File: config.mk
export PLATFORM = sky130hd
export DESIGN_NAME = ofd_top
export DESIGN_NICKNAME = d
export VERILOG_FILES = /design/src/rtl/ofd_pkg.sv /design/src/rtl/ofd_regsel.sv /design/src/rtl/ofd_top.sv
export SDC_FILE = /design/constraint.sdc
export NUM_CORES = 1
export LEC_CHECK = 0
export BUFFER_PORTS_ARGS = -buffer_cell sky130_fd_sc_hd__buf_2
export CAP_MARGIN = 20
export CORE_ASPECT_RATIO = 1.1
export CORE_MARGIN = 10
export CORE_UTILIZATION = 50
export CTS_CLUSTER_DIAMETER = 50
export CTS_CLUSTER_SIZE = 30
export DETAILED_ROUTE_END_ITERATION = 8
export PLACE_DENSITY = 0.86
export SYNTH_ARGS = -nofsm -noshare
export SYNTH_HDL_FRONTEND = slang
export SYNTH_HIERARCHICAL = 1
export SYNTH_SLANG_ARGS = --single-unit
File: constraint.sdc
create_clock -name I_CLK_SYS -period 5.7 [get_ports I_CLK_SYS]
set_clock_uncertainty 0.2 [all_clocks]
set_input_delay 0.285 -clock I_CLK_SYS [delete_from_list [all_inputs] [get_ports I_CLK_SYS]]
set_output_delay 0.285 -clock I_CLK_SYS [all_outputs]
set_load 0.01 [all_outputs]
File: src/rtl/ofd_pkg.sv
/*
 Package for the operand field decoder: field codes, register and segment
 enumerations, flag action codes, clock adjustment figures and carriers.
 Assumes a single core clock domain; no timing constants are needed.
*/
// Function
// - Direction bit swaps source and destination roles.
// - No size bit: full registers by mode.
// - Byte codes: low bytes below 100, high above.
// - 16-bit address classes pick displacement, frame uses stack.
// - 32-bit locator 100 means index byte follows.
// - Class 11 selects a register operand.
// - Index byte forms base plus scaled index.
// - Scale code gives factor one to eight.
// - Index code 100 means none, scale zero.
// - Legacy segment selector picks four segments.
// - Extended selector adds two segments, rest undefined.
// - Special register selector accepts listed codes only.
// - Each flag gets one of four actions.
// - Nine flags are tracked.
// - Two register address components add one clock.
// - Misaligned halfword or even word adds two/four.
// - Odd-address word adds four or eight clocks.
// - Base counts assume ideal conditions only.
// - Size bit zero picks bytes, one full size.
// - Over fifteen bytes raises a protection fault.
// - Size prefixes invert defaults for one instruction.
package ofd_pkg;

   ////////////////////////////////////////////////////////////////////////
   // Field codes.
   localparam logic [1:0] OFD_CLASS_NODISP = 2'h0;   // No displacement class.
   localparam logic [1:0] OFD_CLASS_DISP8  = 2'h1;   // Byte displacement class.
   localparam logic [1:0] OFD_CLASS_DISPW  = 2'h2;   // Full displacement class.
   localparam logic [1:0] OFD_CLASS_REG    = 2'h3;   // Register operand class.
   localparam logic [2:0] OFD_LOC_SIB      = 3'h4;   // Index byte follows.
   localparam logic [2:0] OFD_LOC_DIR32    = 3'h5;   // Direct word displacement.
   localparam logic [2:0] OFD_LOC_DIR16    = 3'h6;   // Direct halfword displacement.
   localparam logic [2:0] OFD_IDX_NONE     = 3'h4;   // No index register.
   localparam logic [2:0] OFD_REG_SP       = 3'h4;   // Stack pointer code.
   localparam logic [2:0] OFD_REG_BP       = 3'h5;   // Frame pointer code.
   localparam logic [2:0] OFD_SEG_LAST_OK  = 3'h5;   // Highest defined segment code.
   localparam int         OFD_MAX_LEN      = 15;     // Longest legal instruction.
   localparam logic [7:0] OFD_PFX_OPSIZE   = 8'h66;  // Operand size prefix.
   localparam logic [7:0] OFD_PFX_ADSIZE   = 8'h67;  // Address size prefix.

   ////////////////////////////////////////////////////////////////////////
   // Clock adjustments.
   localparam logic [3:0] OFD_CLK_TWO_REG  = 4'h1;   // Two register components.
   localparam logic [3:0] OFD_CLK_MIS_RW   = 4'h2;   // Misaligned, read or write.
   localparam logic [3:0] OFD_CLK_MIS_RMW  = 4'h4;   // Misaligned, read and write.
   localparam logic [3:0] OFD_CLK_ODD_RW   = 4'h4;   // Odd word, read or write.
   localparam logic [3:0] OFD_CLK_ODD_RMW  = 4'h8;   // Odd word, read and write.

   ////////////////////////////////////////////////////////////////////////
   // Flag actions: update, keep, force zero, force one.
   localparam logic [1:0] OFD_FA_MOD  = 2'h0;        // Modified by result.
   localparam logic [1:0] OFD_FA_KEEP = 2'h1;        // Unchanged.
   localparam logic [1:0] OFD_FA_CLR  = 2'h2;        // Forced to zero.
   localparam logic [1:0] OFD_FA_SET  = 2'h3;        // Forced to one.
   localparam int         OFD_NFLAGS  = 9;           // Tracked flags.

   // Register operand: index, byte view, high byte, width code.
   typedef enum logic [1:0]
   {
      OFD_W8  = 2'h0,
      OFD_W16 = 2'h1,
      OFD_W32 = 2'h2
   } ofd_width_t;

   // Segment register selection.
   typedef enum logic [2:0]
   {
      OFD_SEG_EXTRA = 3'h0,
      OFD_SEG_CODE  = 3'h1,
      OFD_SEG_STACK = 3'h2,
      OFD_SEG_DATA  = 3'h3,
      OFD_SEG_AUXF  = 3'h4,
      OFD_SEG_AUXG  = 3'h5
   } ofd_seg_t;

   // Special register classes.
   typedef enum logic [1:0]
   {
      OFD_SPC_CTRL  = 2'h0,
      OFD_SPC_DEBUG = 2'h1,
      OFD_SPC_TEST  = 2'h2,
      OFD_SPC_NONE  = 2'h3
   } ofd_spc_t;

   // Register selection carrier.
   typedef struct packed
   {
      logic [2:0] num;       // General register number.
      logic       high_byte; // High byte of register num[1:0].
      ofd_width_t width;     // Access width.
   } ofd_reg_t;

   // Raw fields from the fetch queue.
   typedef struct packed
   {
      logic       has_w;     // Size select bit present.
      logic       w;         // Size select bit.
      logic       d;         // Direction bit.
      logic [1:0] cls;       // Addressing class.
      logic [2:0] reg_spec;  // Register specifier.
      logic [2:0] loc;       // Operand locator.
      logic [1:0] scale;     // Scale code.
      logic [2:0] idx;       // Index code.
      logic [2:0] base;      // Base code.
      logic       seg_ext;   // Extended segment selector in use.
      logic [2:0] seg_sel;   // Segment selector code.
      logic       spc_use;   // Special register selector in use.
      ofd_spc_t   spc_cls;   // Special register class.
      logic [2:0] spc_sel;   // Special register code.
      logic [17:0] flag_act; // Two bits per flag, overflow first.
      logic       mem_rd;    // Memory read.
      logic       mem_wr;    // Memory write.
      logic [1:0] addr_lo;   // Operand address low bits.
      logic [3:0] length;    // Total byte count, 0 means sixteen or more.
      logic [7:0] prefix_a;  // First prefix byte, 0 if none.
      logic [7:0] prefix_b;  // Second prefix byte, 0 if none.
   } ofd_fields_t;

   // Decoded result for address generation.
   typedef struct packed
   {
      ofd_reg_t   src;       // Source register.
      ofd_reg_t   dst;       // Destination register.
      logic       src_is_mem;// Source is the memory operand.
      logic       dst_is_mem;// Destination is the memory operand.
      logic       use_base;  // Base register used.
      logic [2:0] base;      // Base register number.
      logic       use_index; // Index register used.
      logic [2:0] index;     // Index register number.
      logic [3:0] scale_f;   // Index multiplier.
      logic [1:0] disp_len;  // Displacement bytes code: 0,1,2,4 as 0..3.
      ofd_seg_t   seg;       // Segment in use, override or default.
      logic       addr32;    // 32-bit addressing in force.
      logic       op32;      // 32-bit operands in force.
      logic [3:0] clk_adj;   // Extra clocks.
   } ofd_dec_t;

endpackage

File: src/rtl/ofd_regsel.sv
/*
 General register selector: maps a three-bit code, the size select bit and
 the operand size onto a register number, byte view and width.
 Assumes purely combinational use inside the decoder.
*/
`timescale 1ns/100ps
`default_nettype none
module ofd_regsel
   import ofd_pkg::*;
(
   input  wire logic       i_code,
   input  wire logic [2:0] i_num,
   input  wire logic       i_has_w,
   input  wire logic       i_w,
   input  wire logic       i_op32,
   output var ofd_reg_t    o_sel
);
   // Byte access when the size bit is present and clear.
   wire byte_mode = i_has_w & ~i_w;

   assign o_sel.num       = byte_mode ? {1'b0, i_num[1:0]} : i_num;
   assign o_sel.high_byte = byte_mode & i_num[2];
   assign o_sel.width     = byte_mode ? OFD_W8 : (i_op32 ? OFD_W32 : OFD_W16);
   wire unused_code = i_code;
endmodule
`default_nettype wire

File: src/rtl/ofd_top.sv
/*
 Operand field decoder top: registers one decoded instruction per clock from
 the fetch queue fields into the address generation stage.
 Assumes the fetch queue presents complete, already split fields with a
 valid strobe in the core clock domain.
*/
`timescale 1ns/100ps
`default_nettype none
module ofd_top
   import ofd_pkg::*;
(
   input  wire logic        I_CLK_SYS,
   input  wire logic        I_RESETN,
   input  wire logic        I_VALID,
   input  wire ofd_fields_t I_FIELDS,
   input  wire logic        I_DEF_OP32,
   input  wire logic        I_DEF_AD32,
   output logic             O_VALID,
   output var ofd_dec_t     O_DEC,
   output logic [17:0]      O_FLAG_ACT,
   output logic             O_INVALID,
   output logic             O_GP_FAULT,
   output logic [15:0]      O_GP_CODE,
   output logic             O_UNDEF_EA
);
   ////////////////////////////////////////////////////////////////////////
   // Prefix handling.

   wire op_pfx = (I_FIELDS.prefix_a == OFD_PFX_OPSIZE) |
                 (I_FIELDS.prefix_b == OFD_PFX_OPSIZE);
   wire ad_pfx = (I_FIELDS.prefix_a == OFD_PFX_ADSIZE) |
                 (I_FIELDS.prefix_b == OFD_PFX_ADSIZE);
   wire op32   = I_DEF_OP32 ^ op_pfx;
   wire ad32   = I_DEF_AD32 ^ ad_pfx;

   ////////////////////////////////////////////////////////////////////////
   // Register selections.
   ofd_reg_t reg_sel;   // Register specifier result.
   ofd_reg_t loc_sel;   // Register operand from the locator.

   ofd_regsel u_reg
   (
      .i_code  (1'b0),
      .i_num   (I_FIELDS.reg_spec),
      .i_has_w (I_FIELDS.has_w),
      .i_w     (I_FIELDS.w),
      .i_op32  (op32),
      .o_sel   (reg_sel)
   );
   ofd_regsel u_loc
   (
      .i_code  (1'b1),
      .i_num   (I_FIELDS.loc),
      .i_has_w (I_FIELDS.has_w),
      .i_w     (I_FIELDS.w),
      .i_op32  (op32),
      .o_sel   (loc_sel)
   );

   wire is_reg = (I_FIELDS.cls == OFD_CLASS_REG);

   wire d = I_FIELDS.d;
   wire src_mem = d & ~is_reg;
   wire dst_mem = ~d & ~is_reg;
   ofd_reg_t src_r;
   ofd_reg_t dst_r;
   assign src_r = d ? loc_sel : reg_sel;
   assign dst_r = d ? reg_sel : loc_sel;

   ////////////////////////////////////////////////////////////////////////
   // 16-bit address forms.
   logic       b16_use;
   logic [2:0] b16_base;
   logic       i16_use;
   logic [2:0] i16_idx;
   logic       s16_stack;
   logic [1:0] d16_len;

   // Combinational decode of the 16-bit locator table.
   // Halfword address forms
   always_comb
   begin
      b16_use   = 1'b1;
      b16_base  = 3'h3;
      i16_use   = 1'b0;
      i16_idx   = 3'h6;
      s16_stack = 1'b0;
      case (I_FIELDS.loc)
         3'h0: i16_use = 1'b1;
         3'h1:
         begin
            i16_use = 1'b1;
            i16_idx = 3'h7;
         end
         3'h2:
         begin
            b16_base  = OFD_REG_BP;
            i16_use   = 1'b1;
            s16_stack = 1'b1;
         end
         3'h3:
         begin
            b16_base  = OFD_REG_BP;
            i16_use   = 1'b1;
            i16_idx   = 3'h7;
            s16_stack = 1'b1;
         end
         3'h4: b16_base = 3'h6;
         3'h5: b16_base = 3'h7;
         3'h6:
         begin
            // Frame pointer alone, or direct address in class zero.
            b16_base  = OFD_REG_BP;
            s16_stack = (I_FIELDS.cls != OFD_CLASS_NODISP);
            b16_use   = (I_FIELDS.cls != OFD_CLASS_NODISP);
         end
         default: b16_base = 3'h3;
      endcase
      case (I_FIELDS.cls)
         OFD_CLASS_DISP8: d16_len = 2'h1;
         OFD_CLASS_DISPW: d16_len = 2'h2;
         default:
            d16_len = (I_FIELDS.loc == OFD_LOC_DIR16) ? 2'h2 : 2'h0;
      endcase
   end

   ////////////////////////////////////////////////////////////////////////
   // 32-bit address forms.

   wire sib     = ~is_reg & (I_FIELDS.loc == OFD_LOC_SIB);
   wire dir32   = (I_FIELDS.cls == OFD_CLASS_NODISP) &
                  (I_FIELDS.loc == OFD_LOC_DIR32);
   wire [2:0] b32 = sib ? I_FIELDS.base : I_FIELDS.loc;
   wire b32_use = ~dir32;
   wire i32_use = sib & (I_FIELDS.idx != OFD_IDX_NONE);
   wire undef_ea = sib & ~i32_use & (I_FIELDS.scale != 2'h0);
   wire s32_stack = (b32 == OFD_REG_SP & sib) |
                    (b32 == OFD_REG_BP & I_FIELDS.cls != OFD_CLASS_NODISP);
   logic [1:0] d32_len;
   always_comb
   begin
      case (I_FIELDS.cls)
         OFD_CLASS_DISP8: d32_len = 2'h1;
         OFD_CLASS_DISPW: d32_len = 2'h3;
         default:         d32_len = dir32 ? 2'h3 : 2'h0;
      endcase
   end

   wire [3:0] scale_f = 4'h1 << I_FIELDS.scale;

   ////////////////////////////////////////////////////////////////////////
   // Segments and special registers.

   wire [2:0] seg_code = I_FIELDS.seg_ext ? I_FIELDS.seg_sel
                                          : {1'b0, I_FIELDS.seg_sel[1:0]};
   wire seg_bad = I_FIELDS.seg_ext & (seg_code > OFD_SEG_LAST_OK);
   logic spc_ok;
   always_comb
   begin
      case (I_FIELDS.spc_cls)
         OFD_SPC_CTRL:  spc_ok = (I_FIELDS.spc_sel == 3'h0) |
                                 (I_FIELDS.spc_sel == 3'h2) |
                                 (I_FIELDS.spc_sel == 3'h3);
         OFD_SPC_DEBUG: spc_ok = (I_FIELDS.spc_sel[2:1] != 2'h2);
         OFD_SPC_TEST:  spc_ok = (I_FIELDS.spc_sel >= 3'h3);
         default:       spc_ok = 1'b0;
      endcase
   end
   wire invalid = seg_bad | (I_FIELDS.spc_use & ~spc_ok);

   ////////////////////////////////////////////////////////////////////////
   // Clock adjustments.

   wire two_reg = ~is_reg & (ad32 ? (b32_use & i32_use) : (b16_use & i16_use));
   wire rmw     = I_FIELDS.mem_rd & I_FIELDS.mem_wr;
   wire acc     = (I_FIELDS.mem_rd | I_FIELDS.mem_wr) & ~is_reg;
   wire word    = ~(I_FIELDS.has_w & ~I_FIELDS.w) & op32;
   wire half    = ~(I_FIELDS.has_w & ~I_FIELDS.w) & ~op32;
   logic [3:0] mis_adj;
   // Alignment penalties; base counts assume no waits or exceptions.
   // Alignment clocks
   always_comb
   begin
      mis_adj = 4'h0;
      if (acc & word & I_FIELDS.addr_lo[0])
         mis_adj = rmw ? OFD_CLK_ODD_RMW : OFD_CLK_ODD_RW;
      else if (acc & ((word & I_FIELDS.addr_lo[1]) | (half & I_FIELDS.addr_lo[0])))
         mis_adj = rmw ? OFD_CLK_MIS_RMW : OFD_CLK_MIS_RW;
   end
   wire [3:0] clk_adj = mis_adj + (two_reg ? OFD_CLK_TWO_REG : 4'h0);

   ////////////////////////////////////////////////////////////////////////
   // Length check.

   wire too_long = (I_FIELDS.length == 4'h0);

   ////////////////////////////////////////////////////////////////////////
   // Assemble the decoded word.
   ofd_dec_t dec_next;
   always_comb
   begin
      dec_next            = '0;
      dec_next.src        = src_r;
      dec_next.dst        = dst_r;
      dec_next.src_is_mem = src_mem;
      dec_next.dst_is_mem = dst_mem;
      dec_next.use_base   = ~is_reg & (ad32 ? b32_use : b16_use);
      dec_next.base       = ad32 ? b32 : b16_base;
      dec_next.use_index  = ~is_reg & (ad32 ? i32_use : i16_use);
      dec_next.index      = ad32 ? I_FIELDS.idx : i16_idx;
      dec_next.scale_f    = (ad32 & sib) ? scale_f : 4'h1;
      dec_next.disp_len   = is_reg ? 2'h0 : (ad32 ? d32_len : d16_len);
      dec_next.addr32     = ad32;
      dec_next.op32       = op32;
      dec_next.clk_adj    = clk_adj;
      if (I_FIELDS.seg_sel != 3'h0 | I_FIELDS.seg_ext)
         dec_next.seg = ofd_seg_t'(seg_code);
      else
         dec_next.seg = ((ad32 ? s32_stack : s16_stack) & ~is_reg) ? OFD_SEG_STACK
                                                                   : OFD_SEG_DATA;
   end

   ////////////////////////////////////////////////////////////////////////
   // Output stage, one instruction per clock.
   // Registered outputs
   always_ff @(posedge I_CLK_SYS)
   begin
      if (!I_RESETN)
      begin
         O_VALID    <= 1'b0;
         O_DEC      <= '0;
         O_FLAG_ACT <= '0;
         O_INVALID  <= 1'b0;
         O_GP_FAULT <= 1'b0;
         O_GP_CODE  <= 16'h0000;
         O_UNDEF_EA <= 1'b0;
      end
      else
      begin
         O_VALID <= I_VALID;
         if (I_VALID)
         begin
            O_DEC      <= dec_next;
            O_FLAG_ACT <= I_FIELDS.flag_act;
            O_INVALID  <= invalid;
            O_GP_FAULT <= too_long;
            O_GP_CODE  <= 16'h0000;
            O_UNDEF_EA <= undef_ea & ad32;
         end
      end
   end
endmodule
`default_nettype wire

Word level (Yosys, flattened, before mapping)

Index checks and enable logic that the tools add are counted.

Input bits: 76
Word-level logic and storage cells: 144
Output and inout port bits: 75
Register bits after elaboration: 59

Bitwise gates (word level): 50
$lt $le $gt $ge: 2
Shifts and indexed selects: 1
$add $sub $neg: 1
Reduce and logical (&&, ||, !) cells: 12
Multiplexer cells: 34
Equal/unequal tests: 21

Operators with widths:

| cell                                                 | number |
|---|---|
| equality test 8 x 7 -> 1 bit (second input constant) | 4 |
| AND 1 bit                                            | 31 |
| two-way mux 3 bit                                    | 9 |
| equality test 3 bit (second input constant)          | 5 |
| equality test 3 x 2 -> 1 bit (second input constant) | 4 |
| two-way mux 2 bit                                    | 6 |
| two-way mux 4 bit                                    | 3 |
| two-way mux 6 bit                                    | 2 |
| two-way mux 1 bit                                    | 9 |
| OR 1 bit                                             | 9 |
| case mux 3 bit (3 select lines)                      | 1 |
| inverter 1 bit                                       | 8 |
| case mux 2 bit (2 select lines)                      | 2 |
| equality test 2 bit (second input constant)          | 3 |
| logical NOT 3 bit                                    | 2 |
| adder 4 x 1 -> 4 bit                                 | 1 |
| equality test 2 x 1 -> 1 bit (second input constant) | 2 |
| logical NOT 2 bit                                    | 2 |
| logical NOT 4 bit                                    | 1 |
| nonzero test 2 bit                                   | 2 |
| OR reduction 2 bit                                   | 2 |
| OR reduction 4 bit                                   | 1 |
| left shift 1 x 2 -> 4 bit (first input constant)     | 1 |
| equality test 3 x 1 -> 1 bit (second input constant) | 1 |
| other kinds (9)                                      | 10 |

Logic depth before layout (Yosys ltp)

Gate-level depths: netlist of run 1.

Depth in word-level cells: 11
Mapped depth: 8
Depth with buffers taken out: 8

By module

Netlist of run 1, hierarchy kept.

By module, submodules not included:

| module     | sequential area each (µm²) | cells an instance | instances | area an instance (µm²) |
|---|---|---|---|---|
| ofd_top    | 1181.1                     | 310               | 1         | 2921.6 |
| ofd_regsel | 0.0                        | 8                 | 2         | 58.8 |

Worst setup path after synthesis of run 1

Ideal clock, no wire load.

Kind: input -> register
From: in I_FIELDS[7] (netlist name)
To: reg O_DEC[31] (netlist name)
Path slack: 3.611 ns
Arrival time: 1.773 ns
Data required time: 5.384 ns
Cell stages on the path: 8
Path buffers: 0
Setup time: 0.116 ns
Cell sequence: and4bb_1 -> nand4b_2 -> o22ai_2 -> xor2_1 -> and2b_1 -> mux2i_1 -> nand2_1 -> o211a_1

RTL lines:

| item                 | RTL line       | text |
|---|---|---|
| start, declared      | ofd_top.sv:15  | `input wire ofd_fields_t I_FIELDS,` |
| end signal, assigned | ofd_top.sv:243 | `O_DEC <= dec_next;` |
| end, declared        | ofd_top.sv:19  | `output var ofd_dec_t O_DEC,` |

==> impl_metrics.py, run 1 <==
metrics = {
    "power_and_ir_drop": {
        "max-vdd-ir-drop_uv": 145,
        "power_density_nw_per_um2": 275,
        "leakage_uw": 0.00207,
    },
    "setup_path": {
        "cp_max_fo": 7,
        "worstPathArrival_ns": 2.11,
        "worst_ep_required_time_ns": 5.73,
        "setup.worst_path.class": "input port to flop",
        "start_kind": "input port",
        "cp_cell_sequence": "buf_2 > and4bb_1 > nand4b_2 > o22ai_2 > xor2_1 > and2b_1 > mux2i_1 > nand2_1 > o211a_1",
        "path_buf_inv": 1,
        "crit_path_top_delay_cell": "xor2_1",
        "crit_family": "simple AND/OR/NAND/NOR gates",
        "critPathMaxStageDelay_ns": 0.44,
        "worstSetupEndpointType": "flop",
    },
    "global_routing": {
        "grt_antenna_before_repair": 0,
        "grt_max_degree": 46,
        "first_global_vias": 2823,
        "grt_pass1_wl_um": 13400,
        "grt-ovfl-total": 0,
        "grt_usage": 0.174,
    },
    "cells_and_area": {
        "nets": 530,
        "syn_to_final_growth_pct": 28.4,
        "diodes": 0,
        "drive_gt1_frac": 0.363,
        "final_util": 0.667,
        "layout.cells.non_filler": 532,
    },
    "run_status": {
        "status": "completed",
    },
    "cts": {
        "hold_buffers": 0,
        "cts.sinks": 59,
        "cts-root-buf": "clkbuf_8",
        "numCtsBuffers": 9,
        "cts_resized": 0,
        "clkLatencyLatePin_ns": 0.34,
        "cts_setup_buffers": 0,
        "tritoncts": "done",
        "path_clk_slew_ns": 0.07,
        "cts-htree-levels": 3,
        "clk_path_buf_depth": 2,
    },
    "floorplan": {
        "start_util": 0.520,
        "die_area_um2": 9590,
        "die_w_um": 94.3,
        "die_y_um": 102,
        "rows": 29,
        "core_um2": 5840,
        "pin_count": 151,
    },
    "sta": {
        "fmaxAchievable_mhz": 482,
        "max_slew_margin": 0.318,
        "slew_viol_final": 0,
        "tns_ns": 0,
        "hold_viol": 0,
        "finalSetupViolations": 0,
        "fin_crit_sh": 0.364,
        "rsz0062_at_grt": "false",
        "finalCriticalPeriod_ns": 2.07,
        "hold_ws_ns": 0.0141,
        "tightest_slew_ns": 1.02,
    },
    "detailed_routing": {
        "drtPass1Iterations": 4,
        "via_per_inst": 5.20,
        "num_vias": 2768,
        "drc_errors": 0,
        "drtIter0Drc": 122,
        "wl_per_cell_um": 16.2,
        "ant_nets": 0,
        "finalWirelength_um": 8610,
    },
    "synth": {
        "synth_warnings": 6,
        "avgSynthCellArea_um2": 9.34,
        "syn_inst": 325,
        "synth_area_um2": 3040,
    },
    "job": {
        "drv_cap": 0,
    },
    "placement": {
        "hpwlAfterDp_um": 6900,
        "gp_congestion": 0.831,
        "dp.cells": 515,
        "port_buffers": 134,
    },
    "worst_hold_path": {
        "hp-class": "input port to flop",
    },
}
-- placed cells by master, fill, tap and decap left out, drive strengths merged, types with 4 or more instances in the layout --
| cell type | instances |
|---|---|
| and2 | 6 |
| clkbuf | 13 |
| o31ai | 4 |
| conb | 16 |
| nor2 | 14 |
| buf | 135 |
| dfxtp | 59 |
| nand2b | 5 |
| mux2i | 33 |
| ha | 4 |
| inv | 14 |
| nand2 | 33 |
| a32o | 7 |
| nand3 | 4 |
| nor2b | 26 |
| o21ai | 15 |
| o211a | 13 |
| a21oi | 4 |
-- sequential cells by signal (all words and copies together), names as in the netlist --
| register | cells |
|---|---|
| O_DEC | 37 |
| O_FLAG_ACT | 18 |
| O_GP_FAULT | 1 |
| O_INVALID | 1 |
| O_UNDEF_EA | 1 |
| O_VALID | 1 |
-- path summary, 6_finish.rpt --
path | to | cells past startpoint | from | slack [ns]
setup / recovery | O_DEC[31] | 9 | I_FIELDS[7] | 3.63
hold reg to reg | O_DEC[23] | 2 | O_DEC[23] | 0.26
setup reg to reg | O_DEC[6] | 2 | O_DEC[6] | 4.63
hold / removal | O_FLAG_ACT[10] | 3 | I_FIELDS[34] | 0.01
-- power by group --
group / leakage (uW) / total [uW] / switching (uW) / internal (uW)
sequential: 0.000486 / 447 / 11.1 / 436
clock: 0.000122 / 457 / 163 / 294
combinational: 0.00146 / 170 / 93.3 / 76.3
-- worst reg2reg max path, cell delays in order (launching register included) --
cell and delay, ns:
dfxtp_1 0.32, mux2_2 0.25, a32o_1 0.20
-- per-layer routing --
layer / vias to the layer above / share of wire / routed length [um] / track usage
li1: 1355 / - / - / -
met1: 1260 / 0.39 / 3380 / 0.182
met2: 145 / 0.48 / 4100 / 0.292
met3: 8 / 0.12 / 1020 / 0.0821
met4: 0 / 0.013 / 112 / 0.0760
met5: - / 0 / 0 / 0
-- through the flow --
step / worst slack (ns) / area, um^2 / power [uW]
detailed placement: 3.25 / 3640 / 626
global placement: 3.36 / 3640 / 620
floorplan: 3.61 / 3090 / 562
CTS: 3.62 / 3890 / 1080
global route: 3.52 / 3900 / 1120
finish: 3.63 / 3900 / 1070
-- area by class of cell --
type                            instances  area [um^2]
Clock buffer                           13          179
Clock inverter                          3         67.6
Fill cell                             508         1940
Inverter                               14         52.6
Multi-Input combinational cell        230         1630
Sequential cell                        59         1180
Tap cell                               77         96.3
Timing Repair Buffer                  136          688
(Power assumes the default switching activity.)
==> run 2, diff against run 1 <==
--- a/config.mk
+++ b/config.mk
@@ -5,15 +5,16 @@
 export SDC_FILE = /design/constraint.sdc
 export NUM_CORES = 1
 export LEC_CHECK = 0
+export ABC_AREA = 1
 export BUFFER_PORTS_ARGS = -buffer_cell sky130_fd_sc_hd__buf_2
 export CAP_MARGIN = 20
 export CORE_ASPECT_RATIO = 1.1
 export CORE_MARGIN = 10
-export CORE_UTILIZATION = 50
+export CORE_UTILIZATION = 45
 export CTS_CLUSTER_DIAMETER = 50
 export CTS_CLUSTER_SIZE = 30
 export DETAILED_ROUTE_END_ITERATION = 8
-export PLACE_DENSITY = 0.86
+export PLACE_DENSITY = 0.8
 export SYNTH_ARGS = -nofsm -noshare
 export SYNTH_HDL_FRONTEND = slang
 export SYNTH_HIERARCHICAL = 1
==> constraint.sdc (replaced) <==
create_clock -name I_CLK_SYS -period 2.1 [get_ports I_CLK_SYS]
set_clock_uncertainty 0.2 [all_clocks]
set_input_delay 0.105 -clock I_CLK_SYS [delete_from_list [all_inputs] [get_ports I_CLK_SYS]]
set_output_delay 0.105 -clock I_CLK_SYS [all_outputs]
set_load 0.01 [all_outputs]
==> impl_metrics.py, run 2 <==
metrics = {
    "detailed_routing": {
        "via_per_inst": 5.03,
        "drtIter0Drc": 150,
        "finalWirelength_um": 10100,
        "drc_errors": 0,
        "wl_per_cell_um": 15.5,
        "ant_nets": 0,
        "drtPass1Iterations": 5,
        "num_vias": 3273,
    },
    "cts": {
        "cts.sinks": 59,
        "numCtsBuffers": 9,
        "tritoncts": "done",
        "cts-root-buf": "clkbuf_8",
        "cts-htree-levels": 3,
        "clk_path_buf_depth": 2,
        "path_clk_slew_ns": 0.07,
        "cts_setup_buffers": 0,
        "clkLatencyLatePin_ns": 0.33,
    },
    "cells_and_area": {
        "final_cell_mix": "buf_2 (134), nand2_1 (88), dfxtp_1 (59), dlygate4sd3_1 (49), inv_1 (38)",
        "nets": 646,
        "syn_to_final_growth_pct": 46.6,
        "final_util": 0.683,
        "drive_gt1_frac": 0.298,
        "diodes": 0,
        "regMostFlops": "O_DEC",
        "biggestRegsByFlops": "O_DEC (37), O_FLAG_ACT (18)",
        "design_area_um2": 4250,
        "layout.cells.non_filler": 651,
        "final_common_cell": "buf_2",
        "largest_reg_flops": 37,
    },
    "sta": {
        "rsz0062_at_grt": "false",
        "fmaxAchievable_mhz": 541,
        "hold_ws_ns": -0.0128,
        "hold_viol": 1,
        "finalCriticalPeriod_ns": 1.85,
        "tns_ns": 0,
        "tightest_slew_ns": 0.758,
        "finalSetupViolations": 0,
        "max_slew_margin": 0.493,
        "slew_viol_final": 0,
        "fin_crit_sh": 0.879,
    },
    "setup_path": {
        "crit_path_top_delay_cell": "dlygate4sd3_1",
        "crit_family": "buffers and inverters",
        "worstPathArrival_ns": 1.93,
        "setup.worst_path.class": "input port to flop",
        "cp_max_fo": 7,
        "worstSetupEndpointType": "flop",
        "critPathMaxStageDelay_ns": 0.55,
        "start_kind": "input port",
        "path_common_cell": "nand2_1",
        "cp_cell_sequence": "buf_2 > inv_1 > nand2_1 > nor2_1 > nand2_1 > nand2_1 > nand2_1 > nand2_1 > inv_1 > a21oi_1 > nand2_1 > a21oi_1 > dlygate4sd3_1",
        "path_buf_inv": 4,
        "worst_ep_required_time_ns": 2.18,
    },
    "global_routing": {
        "grt_pass1_wl_um": 16000,
        "grt_antenna_before_repair": 0,
        "grt_max_degree": 36,
        "grt-ovfl-total": 0,
        "first_global_vias": 3430,
        "grt_usage": 0.195,
    },
    "synth": {
        "synth_area_um2": 2900,
        "synth_warnings": 6,
        "syn_inst": 389,
        "avgSynthCellArea_um2": 7.46,
    },
    "floorplan": {
        "rows": 30,
        "die_w_um": 96.6,
        "core_um2": 6230,
        "die_y_um": 104,
        "die_area_um2": 10100,
        "start_util": 0.466,
        "pin_count": 151,
    },
    "power_and_ir_drop": {
        "total_power_uw": 3020,
        "power_density_nw_per_um2": 709,
        "leakage_uw": 0.00225,
        "max-vdd-ir-drop_uv": 445,
    },
    "placement": {
        "port_buffers": 134,
        "gp_congestion": 0.883,
        "hpwlAfterDp_um": 6930,
        "dp.cells": 586,
        "dpl_cell_area_um2": 3520,
    },
    "worst_hold_path": {
        "hp-class": "input port to flop",
    },
    "run_status": {
        "violations": "hold timing",
        "status": "complete, but fails checks",
    },
    "job": {
        "drv_cap": 0,
    },
}
run 2: repair_timing:
| action | in CTS | in global routing |
|---|---|---|
| hold buffers | 50 | 0 |
| hold endpoints to repair | 45 | 0 |
| setup endpoints to repair | 0 | 1 |
| gates resized for setup | 0 | 1 |
run 2: final timing paths:
check                     from        end  slack (ns)  cells after the start
setup / recovery   I_FIELDS[3]  O_DEC[26]        0.25                     13
hold / removal    I_FIELDS[49]   O_DEC[6]       -0.01                      6
setup reg to reg      O_DEC[7]   O_DEC[7]        0.66                      3
hold reg to reg      O_DEC[18]  O_DEC[18]        0.25                      2
run 2: worst register-to-register path: cells and delay by family, from the launching register on:
kind                   cells  cell delay (ns)
buffers and inverters      1             0.56
flip-flops                 1             0.31
AO/OA/AOI/OAI              2             0.26
run 2: area by class of cell:
type                            instances  area [um^2]
Tap cell                               80          100
Fill cell                             521         1980
Timing Repair Buffer                  186         1180
Multi-Input combinational cell        267         1390
Clock inverter                          5          100
Sequential cell                        59         1180
Clock buffer                           11          141
Inverter                               43          161
run 2: through the flow:
step	hold slack [ns]	worst slack (ns)
global placement	0.128	0.504
detailed placement	0.135	0.493
CTS	0.000907	0.0973
floorplan	0.0441	0.818
finish	-0.0128	0.253
global route	0.0288	0.0752
run 2: where the power goes:
part	leakage, uW	internal, uW	total (uW)	switching (uW)
combinational	0.00164	242	536	294
clock	0.000123	817	1260	446
sequential	0.000487	1190	1220	33.3
run 2: routing by layer:
metal,global-route usage,wire length (um),share of wire,up-vias
met4,0.0728,195,0.019,0
met5,0,0,0,-
met1,0.206,3760,0.37,1487
met3,0.0635,1070,0.11,22
li1,-,-,-,1612
met2,0.343,5060,0.50,152
